File: src/verilog/port_status_pkg.sv
// Functional notes
// - Each port holds a writable 3-bit speed limit, codes 000..101, 110 reserved.
// - A limit written above the port's capability stores the capability instead.
// - Stored limit is applied only on a new newer-mode link of exclusive ports.
// - Dual-mode ports run fixed at the 400 code; limit writes are ignored.
// - Limit resets to capability; software may lower it, never below minimum.
// - Local plug flag always reads 1.
// - Read-only field shows the port's highest newer-mode speed.
// - Link-failure flag sets on negotiation or sync failure; writing 1 clears it.
// - Newer-mode indication is 1 only while the port runs that mode.
// - Connected and receive-ok set with newer-mode clear means legacy mode is active.
// - Eight-bit bad-symbol counter increments per invalid code, saturating at 255.
// - Counter clears when read, locally or by a remote access.
// - Asleep flag shows sleep; sleep is entered only when sleep is allowed.
// - Sleep strap pin level is loaded into every port's sleep allow bit at reset.
// - In power-management mode without link, sleep states drive the link data lines.
// - Loop-blocked flag sets from the loop-free build, clears on bus reset or disconnect.
// - Standby flag reads 1 while the port is in standby.
// - Deep-off bit acts only while the port's disable control is set.
// - Deep-off forces connected and receive-ok to 0, stops connectivity tracking.
// - Deep-off port stops sending connection tones.
// - Disabled port never becomes active but keeps toning unless deep-off is set; disable resets to 0.
// - Connected sets after about 341 ms of stable connection; hardware reset clears it.
package port_status_pkg;

    // register byte addresses
    localparam logic [7:0] ADDR_SEL = 8'h00;
    localparam logic [7:0] ADDR_SPEED = 8'h04;
    localparam logic [7:0] ADDR_ERR = 8'h08;
    localparam logic [7:0] ADDR_PWR = 8'h0c;
    localparam logic [7:0] ADDR_MODE = 8'h10;

    // speed codes
    localparam logic [2:0] SPD_S100 = 3'h0;
    localparam logic [2:0] SPD_S200 = 3'h1;
    localparam logic [2:0] SPD_S400 = 3'h2;
    localparam logic [2:0] SPD_S800 = 3'h3;
    localparam logic [2:0] SPD_S1600 = 3'h4;
    localparam logic [2:0] SPD_S3200 = 3'h5;
    localparam logic [2:0] SPD_RSVD = 3'h6;

    // speed register fields
    localparam int SPD_LIMIT_LSB = 0;
    localparam int SPD_CAP_LSB = 4;
    localparam int SPD_PLUG_BIT = 8;
    localparam int SPD_FAIL_BIT = 12;
    localparam int SPD_NEWER_BIT = 16;

    // power register fields
    localparam int PWR_ALLOW_BIT = 0;
    localparam int PWR_ASLEEP_BIT = 1;
    localparam int PWR_LOOP_BIT = 2;
    localparam int PWR_STANDBY_BIT = 3;
    localparam int PWR_DEEP_BIT = 4;
    localparam int PWR_DIS_BIT = 5;
    localparam int PWR_CONN_BIT = 8;
    localparam int PWR_RX_OK_BIT = 9;

    // mode register field
    localparam int MODE_PM_CTRL_BIT = 0;

    localparam logic [7:0] ERR_MAX = 8'hff;
    localparam logic PLUG_VALUE = 1'b1;
    localparam logic [1:0] STRAP_LOAD_CNT = 2'h2;

    // connection debounce
    localparam int unsigned DEBOUNCE_MS = 341;
    localparam longint unsigned CLK_HZ = 64'd10_000_000;
    localparam int unsigned DEBOUNCE_CYCLES =
        32'((longint'(DEBOUNCE_MS) * CLK_HZ + 64'd999) / 64'd1000);

    // per-port events from the port core
    typedef struct packed {
        logic conn_raw;
        logic rx_raw;
        logic newer_mode;
        logic new_conn;
        logic neg_fail;
        logic bad_symbol;
        logic remote_rd_clr;
        logic sleep_req;
        logic loop_block;
        logic bus_reset;
        logic standby;
    } port_evt_t;

endpackage

File: src/verilog/port_status_page_fields.sv
`timescale 1ns/1ps
module port_status_page_fields #(
    parameter int NUM_PORTS = 3,
    parameter logic [2:0] CAP_SPEED = port_status_pkg::SPD_S400,
    parameter logic [2:0] MIN_SPEED = port_status_pkg::SPD_S100,
    parameter int unsigned DEBOUNCE_CYCLES = port_status_pkg::DEBOUNCE_CYCLES,
    parameter int ADDR_W = 8
) (
    // clock and reset
    input wire logic pclk,
    input wire logic presetn,
    // apb slave
    input wire logic psel,
    input wire logic penable,
    input wire logic pwrite,
    input wire logic [ADDR_W-1:0] paddr,
    input wire logic [31:0] pwdata,
    output logic pready,
    output logic [31:0] prdata,
    output logic pslverr,
    // pins
    input wire logic sleep_strap_pin,
    input wire logic link_present_pin,
    input wire logic [NUM_PORTS-1:0] port_dual_mode_pin,
    // port core events
    input wire port_status_pkg::port_evt_t core_evt [NUM_PORTS],
    // port control
    output logic [NUM_PORTS-1:0] port_enable_allow,
    output logic [NUM_PORTS-1:0] tone_enable,
    output logic [NUM_PORTS-1:0] connected,
    output logic [NUM_PORTS-1:0] receive_ok_indication,
    output logic [2:0] train_speed [NUM_PORTS],
    // link data lines in power-management mode
    output logic [NUM_PORTS-1:0] link_clock_pm_pin_o,
    output logic [NUM_PORTS-1:0] link_clock_pm_pin_oe
);

    localparam int SEL_W = (NUM_PORTS > 1) ? $clog2(NUM_PORTS) : 1;
    localparam int DB_W = $clog2(DEBOUNCE_CYCLES + 1);
    localparam logic [DB_W-1:0] DB_LAST = DB_W'(DEBOUNCE_CYCLES - 1);

    // synchronised pins
    logic strap_meta_q, strap_q;
    logic link_meta_q, link_q;
    logic [NUM_PORTS-1:0] dual_meta_q, dual_q;

    // shared control
    logic [SEL_W-1:0] sel_q;
    logic power_management_control_mode_q;
    logic [1:0] strap_cnt_q;
    logic strap_load;
    logic [31:0] prdata_q;
    logic [31:0] rd_word;
    logic [7:0] addr;
    logic mapped;
    logic setup, apb_wr, apb_rd;

    // per-port fields
    logic [2:0] limit_q [NUM_PORTS];
    logic [2:0] train_q [NUM_PORTS];
    logic [7:0] err_q [NUM_PORTS];
    logic [NUM_PORTS-1:0] fail_q, newer_q, allow_q, asleep_q, loop_q;
    logic [NUM_PORTS-1:0] standby_q, deep_q, dis_q, conn_q, rx_ok_q;

    always_ff @(posedge pclk or negedge presetn)
    begin
        if (!presetn)
        begin
            strap_meta_q <= 1'b0;
            strap_q <= 1'b0;
            link_meta_q <= 1'b0;
            link_q <= 1'b0;
            dual_meta_q <= '0;
            dual_q <= '0;
        end
        else
        begin
            strap_meta_q <= sleep_strap_pin;
            strap_q <= strap_meta_q;
            link_meta_q <= link_present_pin;
            link_q <= link_meta_q;
            dual_meta_q <= port_dual_mode_pin;
            dual_q <= dual_meta_q;
        end
    end

    // apb decode
    assign addr = paddr[7:0];
    assign mapped = (paddr[ADDR_W-1:0] == ADDR_W'(addr)) &&
        (addr == port_status_pkg::ADDR_SEL || addr == port_status_pkg::ADDR_SPEED ||
         addr == port_status_pkg::ADDR_ERR || addr == port_status_pkg::ADDR_PWR ||
         addr == port_status_pkg::ADDR_MODE);
    assign setup = psel && !penable;
    assign apb_wr = psel && penable && pwrite && mapped;
    assign apb_rd = psel && penable && !pwrite && mapped;
    assign pready = 1'b1;
    assign pslverr = psel && penable && !mapped;
    assign prdata = prdata_q;

    // strap is caught once the synchroniser has settled after release
    assign strap_load = (strap_cnt_q == port_status_pkg::STRAP_LOAD_CNT);

    always_ff @(posedge pclk or negedge presetn)
    begin
        if (!presetn)
            strap_cnt_q <= 2'h0;
        else if (strap_cnt_q <= port_status_pkg::STRAP_LOAD_CNT)
            strap_cnt_q <= strap_cnt_q + 2'h1;
    end

    always_ff @(posedge pclk or negedge presetn)
    begin
        if (!presetn)
            sel_q <= '0;
        else if (apb_wr && addr == port_status_pkg::ADDR_SEL && pwdata < 32'(NUM_PORTS))
            sel_q <= pwdata[SEL_W-1:0];
    end

    always_ff @(posedge pclk or negedge presetn)
    begin
        if (!presetn)
            power_management_control_mode_q <= 1'b0;
        else if (apb_wr && addr == port_status_pkg::ADDR_MODE)
            power_management_control_mode_q <= pwdata[port_status_pkg::MODE_PM_CTRL_BIT];
    end

    // read word of the selected port
    always_comb
    begin
        rd_word = 32'h0;
        case (addr)
            port_status_pkg::ADDR_SEL:
                rd_word[SEL_W-1:0] = sel_q;
            port_status_pkg::ADDR_SPEED:
            begin
                rd_word[port_status_pkg::SPD_LIMIT_LSB +: 3] = limit_q[sel_q];
                rd_word[port_status_pkg::SPD_CAP_LSB +: 3] = CAP_SPEED;
                rd_word[port_status_pkg::SPD_PLUG_BIT] = port_status_pkg::PLUG_VALUE;
                rd_word[port_status_pkg::SPD_FAIL_BIT] = fail_q[sel_q];
                rd_word[port_status_pkg::SPD_NEWER_BIT] = newer_q[sel_q];
            end
            port_status_pkg::ADDR_ERR:
                rd_word[7:0] = err_q[sel_q];
            port_status_pkg::ADDR_PWR:
            begin
                rd_word[port_status_pkg::PWR_ALLOW_BIT] = allow_q[sel_q];
                rd_word[port_status_pkg::PWR_ASLEEP_BIT] = asleep_q[sel_q];
                rd_word[port_status_pkg::PWR_LOOP_BIT] = loop_q[sel_q];
                rd_word[port_status_pkg::PWR_STANDBY_BIT] = standby_q[sel_q];
                rd_word[port_status_pkg::PWR_DEEP_BIT] = deep_q[sel_q];
                rd_word[port_status_pkg::PWR_DIS_BIT] = dis_q[sel_q];
                rd_word[port_status_pkg::PWR_CONN_BIT] = conn_q[sel_q];
                rd_word[port_status_pkg::PWR_RX_OK_BIT] = rx_ok_q[sel_q];
            end
            port_status_pkg::ADDR_MODE:
                rd_word[port_status_pkg::MODE_PM_CTRL_BIT] = power_management_control_mode_q;
            default:
                rd_word = 32'h0;
        endcase
    end

    // read data sampled in the setup cycle
    always_ff @(posedge pclk or negedge presetn)
    begin
        if (!presetn)
            prdata_q <= 32'h0;
        else if (setup && !pwrite)
            prdata_q <= mapped ? rd_word : 32'h0;
    end

    genvar i;
    generate
        for (i = 0; i < NUM_PORTS; i++)
        begin : g_port
            logic hit;
            logic hard_off;
            logic rd_clr;
            logic [7:0] err_base;
            logic [DB_W-1:0] db_q;

            assign hit = (sel_q == SEL_W'(i));
            assign hard_off = dis_q[i] && deep_q[i];
            assign rd_clr = apb_rd && hit && addr == port_status_pkg::ADDR_ERR;
            // read-clear removes only what was returned, keeping later counts
            assign err_base = rd_clr ? err_q[i] - prdata_q[7:0] :
                (core_evt[i].remote_rd_clr ? 8'h0 : err_q[i]);

            always_ff @(posedge pclk or negedge presetn)
            begin
                if (!presetn)
                    limit_q[i] <= CAP_SPEED;
                else if (apb_wr && hit && addr == port_status_pkg::ADDR_SPEED && !dual_q[i])
                begin
                    if (pwdata[2:0] > CAP_SPEED)
                        limit_q[i] <= CAP_SPEED;
                    else if (pwdata[2:0] < MIN_SPEED)
                        limit_q[i] <= MIN_SPEED;
                    else
                        limit_q[i] <= pwdata[2:0];
                end
            end

            always_ff @(posedge pclk or negedge presetn)
            begin
                if (!presetn)
                    train_q[i] <= CAP_SPEED;
                else if (dual_q[i])
                    train_q[i] <= port_status_pkg::SPD_S400;
                else if (core_evt[i].new_conn && core_evt[i].newer_mode)
                    train_q[i] <= limit_q[i];
            end
            assign train_speed[i] = train_q[i];

            always_ff @(posedge pclk or negedge presetn)
            begin
                if (!presetn)
                    fail_q[i] <= 1'b0;
                else if (core_evt[i].neg_fail)
                    fail_q[i] <= 1'b1;
                else if (apb_wr && hit && addr == port_status_pkg::ADDR_SPEED &&
                         pwdata[port_status_pkg::SPD_FAIL_BIT])
                    fail_q[i] <= 1'b0;
            end

            always_ff @(posedge pclk or negedge presetn)
            begin
                if (!presetn)
                    err_q[i] <= 8'h0;
                else if (core_evt[i].bad_symbol && err_base != port_status_pkg::ERR_MAX)
                    err_q[i] <= err_base + 8'h1;
                else
                    err_q[i] <= err_base;
            end

            always_ff @(posedge pclk or negedge presetn)
            begin
                if (!presetn)
                    allow_q[i] <= 1'b0;
                else if (strap_load)
                    allow_q[i] <= strap_q;
                else if (apb_wr && hit && addr == port_status_pkg::ADDR_PWR)
                    allow_q[i] <= pwdata[port_status_pkg::PWR_ALLOW_BIT];
            end

            always_ff @(posedge pclk or negedge presetn)
            begin
                if (!presetn)
                begin
                    asleep_q[i] <= 1'b0;
                    standby_q[i] <= 1'b0;
                end
                else
                begin
                    asleep_q[i] <= core_evt[i].sleep_req && allow_q[i];
                    standby_q[i] <= core_evt[i].standby;
                end
            end

            always_ff @(posedge pclk or negedge presetn)
            begin
                if (!presetn)
                    loop_q[i] <= 1'b0;
                else if (core_evt[i].loop_block)
                    loop_q[i] <= 1'b1;
                else if (core_evt[i].bus_reset || !core_evt[i].conn_raw)
                    loop_q[i] <= 1'b0;
            end

            always_ff @(posedge pclk or negedge presetn)
            begin
                if (!presetn)
                begin
                    dis_q[i] <= 1'b0;
                    deep_q[i] <= 1'b0;
                end
                else if (apb_wr && hit && addr == port_status_pkg::ADDR_PWR)
                begin
                    dis_q[i] <= pwdata[port_status_pkg::PWR_DIS_BIT];
                    deep_q[i] <= pwdata[port_status_pkg::PWR_DEEP_BIT];
                end
            end

            // connection debounce, cleared to zero while deep-off or without raw connection
            always_ff @(posedge pclk or negedge presetn)
            begin
                if (!presetn)
                begin
                    db_q <= '0;
                    conn_q[i] <= 1'b0;
                end
                else if (hard_off || !core_evt[i].conn_raw)
                begin
                    db_q <= '0;
                    conn_q[i] <= 1'b0;
                end
                else if (db_q == DB_LAST)
                    conn_q[i] <= 1'b1;
                else
                    db_q <= db_q + DB_W'(1);
            end

            always_ff @(posedge pclk or negedge presetn)
            begin
                if (!presetn)
                begin
                    rx_ok_q[i] <= 1'b0;
                    newer_q[i] <= 1'b0;
                end
                else
                begin
                    rx_ok_q[i] <= core_evt[i].rx_raw && !hard_off;
                    newer_q[i] <= core_evt[i].newer_mode && core_evt[i].conn_raw && !hard_off;
                end
            end

            // legacy mode is conn and rx ok without newer mode
            assign connected[i] = conn_q[i];
            assign receive_ok_indication[i] = rx_ok_q[i];
            assign port_enable_allow[i] = !dis_q[i];
            assign tone_enable[i] = !hard_off;
            assign link_clock_pm_pin_o[i] = asleep_q[i];
            assign link_clock_pm_pin_oe[i] = power_management_control_mode_q && !link_q;

        end
    endgenerate
endmodule // port_status_page_fields

File: config.mk
export PLATFORM = sky130hd
export DESIGN_NAME = port_status_page_fields
export DESIGN_NICKNAME = d
export VERILOG_FILES = /design/src/verilog/port_status_pkg.sv /design/src/verilog/port_status_page_fields.sv
export SDC_FILE = /design/constraint.sdc
export NUM_CORES = 1
export LEC_CHECK = 0
export BUFFER_PORTS_ARGS = -buffer_cell sky130_fd_sc_hd__buf_2
export CAP_MARGIN = 20
export CORE_MARGIN = 3
export CORE_UTILIZATION = 60
export DETAILED_ROUTE_END_ITERATION = 10
export MAX_ROUTING_LAYER = met4
export PLACE_DENSITY = 0.83
export SYNTH_ARGS = -nofsm -noshare
export SYNTH_HDL_FRONTEND = slang
export SYNTH_SLANG_ARGS = --single-unit
File: constraint.sdc
create_clock -name pclk -period 7.4 [get_ports pclk]
set_clock_uncertainty 0.1 [all_clocks]
set_input_delay 1.48 -clock pclk [delete_from_list [all_inputs] [get_ports pclk]]
set_output_delay 1.48 -clock pclk [all_outputs]
set_load 0.01 [all_outputs]
# ---- Yosys cells after proc, flatten, opt, wreduce, memory -nomap -nowiden
# Cells that the tools add are included.
dict set report word_totals {
  reg_bits 185
  output_inout_bits 61
  elab_cells 267
  inputBits 83
}
dict set report classes {
  reduce_logical 97
  addsub 10
  eq_ne 16
  bitwise 1
  order_cmp 6
  mux 85
}
# op count
set op_table {}
lappend op_table {{$mux W22} 6}
lappend op_table {{$mux W8} 11}
lappend op_table {{$add A22 B1 Y22 const B} 3}
lappend op_table {{$eq A22 B22 Y1 const B} 3}
lappend op_table {{$logic_and A1 B1 Y1} 54}
lappend op_table {{$mux W1} 39}
lappend op_table {{$lt A32 B2 Y1 const B} 1}
lappend op_table {{$mux W3} 10}
lappend op_table {{$reduce_bool A2 Y1} 15}
lappend op_table {{$add A8 B1 Y8 const B} 3}
lappend op_table {{$ne A8 B8 Y1 const B} 3}
lappend op_table {{$sub A8 B8 Y8} 3}
lappend op_table {{$bmux W1 S2} 10}
lappend op_table {{$mux W17} 1}
lappend op_table {{$bmux W8 S2} 1}
lappend op_table {{$eq A8 B4 Y1 const B} 2}
lappend op_table {{$logic_not A1 Y1} 16}
lappend op_table {{$logic_or A1 B1 Y1} 10}
lappend op_table {{$eq A8 B3 Y1 const B} 1}
lappend op_table {{$eq A8 B5 Y1 const B} 1}
lappend op_table {{$logic_not A8 Y1} 1}
lappend op_table {{$bmux W3 S2} 1}
lappend op_table {{$ne A2 B2 Y1 const B} 3}
lappend op_table {{$pmux W2 S3} 1}
lappend op_table {{14 further kinds} 16}

# ---- Logic depth before layout (Yosys ltp)
dict set report depth {
  depth_word 12
  depth_mapped 12
  ltp_nobuf 12
}

# ---- Worst setup path after synthesis
# No wires, ideal clock.
dict set report synth_path {
  kind {input -> output}
  startpoint {input paddr[3]}
  endpoint {output pslverr}
  n_path_buf 2
  t_arrival_ns 2.347
  required_ns 5.820
  path_stages 4
  path_slack_ns 3.473
  path_cell_list {clkbuf_1 clkbuf_1 o21ai_0 a21oi_1}
}
dict set report synth_via {
  elab_chain_cells 7
  word_cells_on_any_way 11
  classes_between {eq/ne: 4; reduce/logical: 7}
}
# item line
set synth_rtl {}
lappend synth_rtl {{start: declaration} port_status_page_fields.sv:16} ;# input wire logic [ADDR_W-1:0] paddr,
lappend synth_rtl {{$eq A8 B3 Y1 or $logic_not A8 Y1 (tied branches)} port_status_page_fields.sv:90} ;# (addr == port_status_pkg::ADDR_SEL || addr == port_status_pkg::ADDR_SPEED ||
lappend synth_rtl {{$logic_or A1 B1 Y1 (2 in a row)} port_status_page_fields.sv:90}
lappend synth_rtl {{$logic_or A1 B1 Y1} port_status_page_fields.sv:91} ;# addr == port_status_pkg::ADDR_ERR || addr == port_status_pkg::ADDR_PWR ||
lappend synth_rtl {{$logic_or A1 B1 Y1 *} port_status_page_fields.sv:91}
lappend synth_rtl {{$logic_not A1 Y1 *} port_status_page_fields.sv:97} ;# assign pslverr = psel && penable && !mapped;
lappend synth_rtl {{$logic_and A1 B1 Y1 *} port_status_page_fields.sv:97}
lappend synth_rtl {{end: declaration} port_status_page_fields.sv:20} ;# output logic pslverr,
# Mark *: on every way between the ends. The rest lies on a longest branch, timed or not.

# ---- Final worst setup path
dict set report layout_path {
  startpoint {input paddr[7]}
  endpoint {output pslverr}
}
# The elaborated chain is that of the path after synthesis.

==> metrics <==
Hold Fails Final Rpt=0; vias in the first global route=approximately 7700; clk_lat worst skew=between 0.4 and 0.5 ns; Critical Path End Type=primary output; Arrival @ worst endpoint=2.58 ns; post-DR vias/cell=a little under 6; height of the die=~130 microns; Layout fillers=approximately 1200; Resize count post-CTS=0; antenna violations before repair=2; Initial Utilization=between 60 and 70%; number of flops mapped to enable cells by yosys=0; Hold WC Path Type=flip-flop to flip-flop; Routed Antenna Nets=0; core area=~0.015 sq mm; dpl hpwl=17400 microns; Min-Delay Path Depth=0; top cells by area, synth=dfrtp_1, nor2_1, xor2_1, a21oi_1, nand2_1; Post-Syn Instances=a little over 1000; area grow syn2layout=13.5%; Final #Nets=1244; area share of the largest cell type after synthesis=between 40% and 50%; port buffer count=122; synth cell count leaders=dfrtp_1, nor2_1, nand2_1, a21oi_1, xor2_1; register area share after synthesis=a little over two fifths; via count=8038; CP top delay family=simple AND/OR/NAND/NOR gates; GP Congestion=between 0.9 and 1; Setup Crit Path Kind=input pin to primary output; post-synthesis async set-or-reset flop share=100%; P_leak=between 4 and 5 nW; WP data required=about 5.8 ns; Clock Sinks=165; CP cell instances=buf_2 > or4_4 > nor2_1 > a21oi_1 > buf_2; Horiz. Die Dim=roughly 130 microns; Synth Flop Type=dfrtp_1; pwr dens=~190 mW/mm^2; Worst path max stage delay=around 0.55 ns; R2R Path Start=prdata[1]; CTS max path bufs=2; Tot GR Track Use=approximately 28%; Residual DRC=0; H-tree levels=4; number of DRC markers in iteration 0=between 600 and 700; Fmax=about 240 MHz; CTS clock-pin slew for the worst setup and hold paths=~0.07 ns; final setup vio count=0; RR Endpoint=err_q[9]; syn_area_per_cell=about 9.4 sq um; min-delay src=dual_meta_q[1]; Netlist Area Pre-Place=approximately 0.0096 sq mm; relative slew slack=about 26%; R2R setup slack=between 4 and 5 ns; cell mode on critical path=buf_2; TritonRoute pass-1 iters=5; flip-flop and latch count after synthesis=~170; buffer count from post-CTS setup fixing=0; status=complete, no violations; min Tclk post-route=~4.2 ns; Post-Route WL=23400 microns; largest net degree at the start of global routing=90; Final Power=2.07 mW; worst slew pin tran=between 1 and 1.5 ns; Worst IR Drop VDD=slightly below 200 uV; grt ovf=0; synth warn=0; # rows=45; CTS tree=built; CP max FO=3; routed len/inst=17.2 microns; die area=roughly 0.018 sq mm; Hold Buf Count CTS=0; max cap viols=0; count leader, synth=dfrtp_1; final setup TNS=0 ns; Reg2Reg Depth=10; Yosys cell types=between 80 and 90; # IOs=144; clock buffer count from CTS=17; RSZ-0062 raised after global routing=no; layout cells sized above 1=18.3%; first-pass GRT wire length=roughly 38000 microns; leading area contributor after synthesis=dfrtp_1; Startpoint Class=input pin; Hold Path Sink=dual_q[1]; Buf/Inv on CP=2; CP max-delay cell=or4_4; Root Driver=clkbuf_16; final slew viol count=0; period utilization=56.2%
[flip-flops by register name, summed over array words and instances, names as in the netlist, 3 cells and up]
register and flops:
g_port.db_q 66, err_q 24, prdata 12, limit_q 9
train_speed 9, allow_q 3, connected 3, deep_q 3
dis_q 3, dual_meta_q 3, dual_q 3, fail_q 3
link_clock_pm_pin_o 3, loop_q 3, newer_q 3, receive_ok_indication 3
standby_q 3
[worst register-to-register path, stage by stage (launching register included)]
cell      delay [ns]
dfrtp_1         0.40
inv_1           0.33
ha_1            0.31
nor2b_1         0.14
o31a_2          0.35
o41ai_2         0.38
mux2i_1         0.29
mux2i_2         0.42
o311ai_2        0.18
xnor2_1         0.15
a22o_1          0.23
[final cells by class]
type / instances / area (sq um) / area share, %
multi-input combinational: 793 / 5120 / 47.0
sequential: 165 / 4140 / 38.0
timing repair buffer: 125 / 639 / 5.87
clock buffer: 17 / 425 / 3.91
tap: 211 / 264 / 2.42
clock inverter: 15 / 188 / 1.72
inverter: 30 / 113 / 1.03
antenna: 2 / 5.00 / 0.0459
[metrics by stage]
step	util, %	hold slack, ns	worst slack, ns	instances	instance area, sq um
after global placement	66.6	0.233	3.26	1324	10300
after CTS	70.6	0.251	3.24	1356	10900
after detailed placement	66.6	0.236	3.24	1324	10300
final	70.6	0.249	3.24	1358	10900
after global routing	70.6	0.258	3.18	1358	10900
after floorplan	-	0.231	3.47	1039	9670
[routing by layer]
| layer | track usage, % | vias to the layer above | share of wire (%) |
|---|---|---|---|
| li1 | - | 3818 | - |
| met1 | 34.9 | 3912 | 42 |
| met2 | 44.2 | 252 | 49 |
| met3 | 4.37 | 56 | 4.9 |
| met4 | 12.0 | 0 | 3.5 |
| met5 | - | - | 0 |
[cell usage in the layout, fill, tap and decap left out, types with 4 or more instances in the layout]
master / instances
nand3b_1: 7
ha_1: 26
o21ai_0: 41
buf_2: 121
and2_1: 13
and4_1: 7
nor4_1: 14
nor2b_1: 18
nand4_1: 17
xor2_1: 49
a221oi_1: 4
nor2_1: 119
dfrtp_1: 159
inv_8: 5
xnor2_1: 19
nor3_1: 11
nand2_1: 89
dfstp_2: 6
nand2b_1: 6
o22ai_1: 6
nor4b_1: 5
nand3_1: 42
o21bai_1: 6
a21o_1: 11
mux2i_1: 32
a211oi_1: 11
and3_1: 22
a21oi_1: 74
nor3b_1: 11
o21a_1: 4
clkbuf_16: 17
or2_2: 5
or3_1: 20
a211o_1: 4
inv_1: 30
mux2_2: 15
conb_1: 21
[report_power, final]
| part | internal [mW] | switching [mW] |
|---|---|---|
| logic | 0.0810 | 0.130 |
| registers | 0.923 | 0.0186 |
| clock network | 0.513 | 0.401 |
[logic make-up after synthesis]
logic type / after synthesis / synth area share (%)
DFF: 165 / 43.1
AOI/OAI and AO/OA: 195 / 13.1
adders and majority gates: 29 / 4.01
xor gates and xnor gates: 68 / 6.20
and+or+nand+nor: 432 / 24.0
buffers and inverters: 81 / 4.30
muxes: 48 / 5.24
other: 2 / 0.0782
[worst max path at each step]
| stage | from | end | slack [ns] | depth (start not counted) |
|---|---|---|---|---|
| floorplan | paddr[3] | pslverr | 3.47 | 4 |
| global placement | paddr[7] | pslverr | 3.26 | 5 |
| detailed placement | paddr[7] | pslverr | 3.24 | 5 |
| CTS | paddr[7] | pslverr | 3.24 | 5 |
| global route | paddr[7] | pslverr | 3.18 | 5 |
| finish | paddr[7] | pslverr | 3.24 | 5 |
No activity file was read; power rests on OpenSTA's default activity.
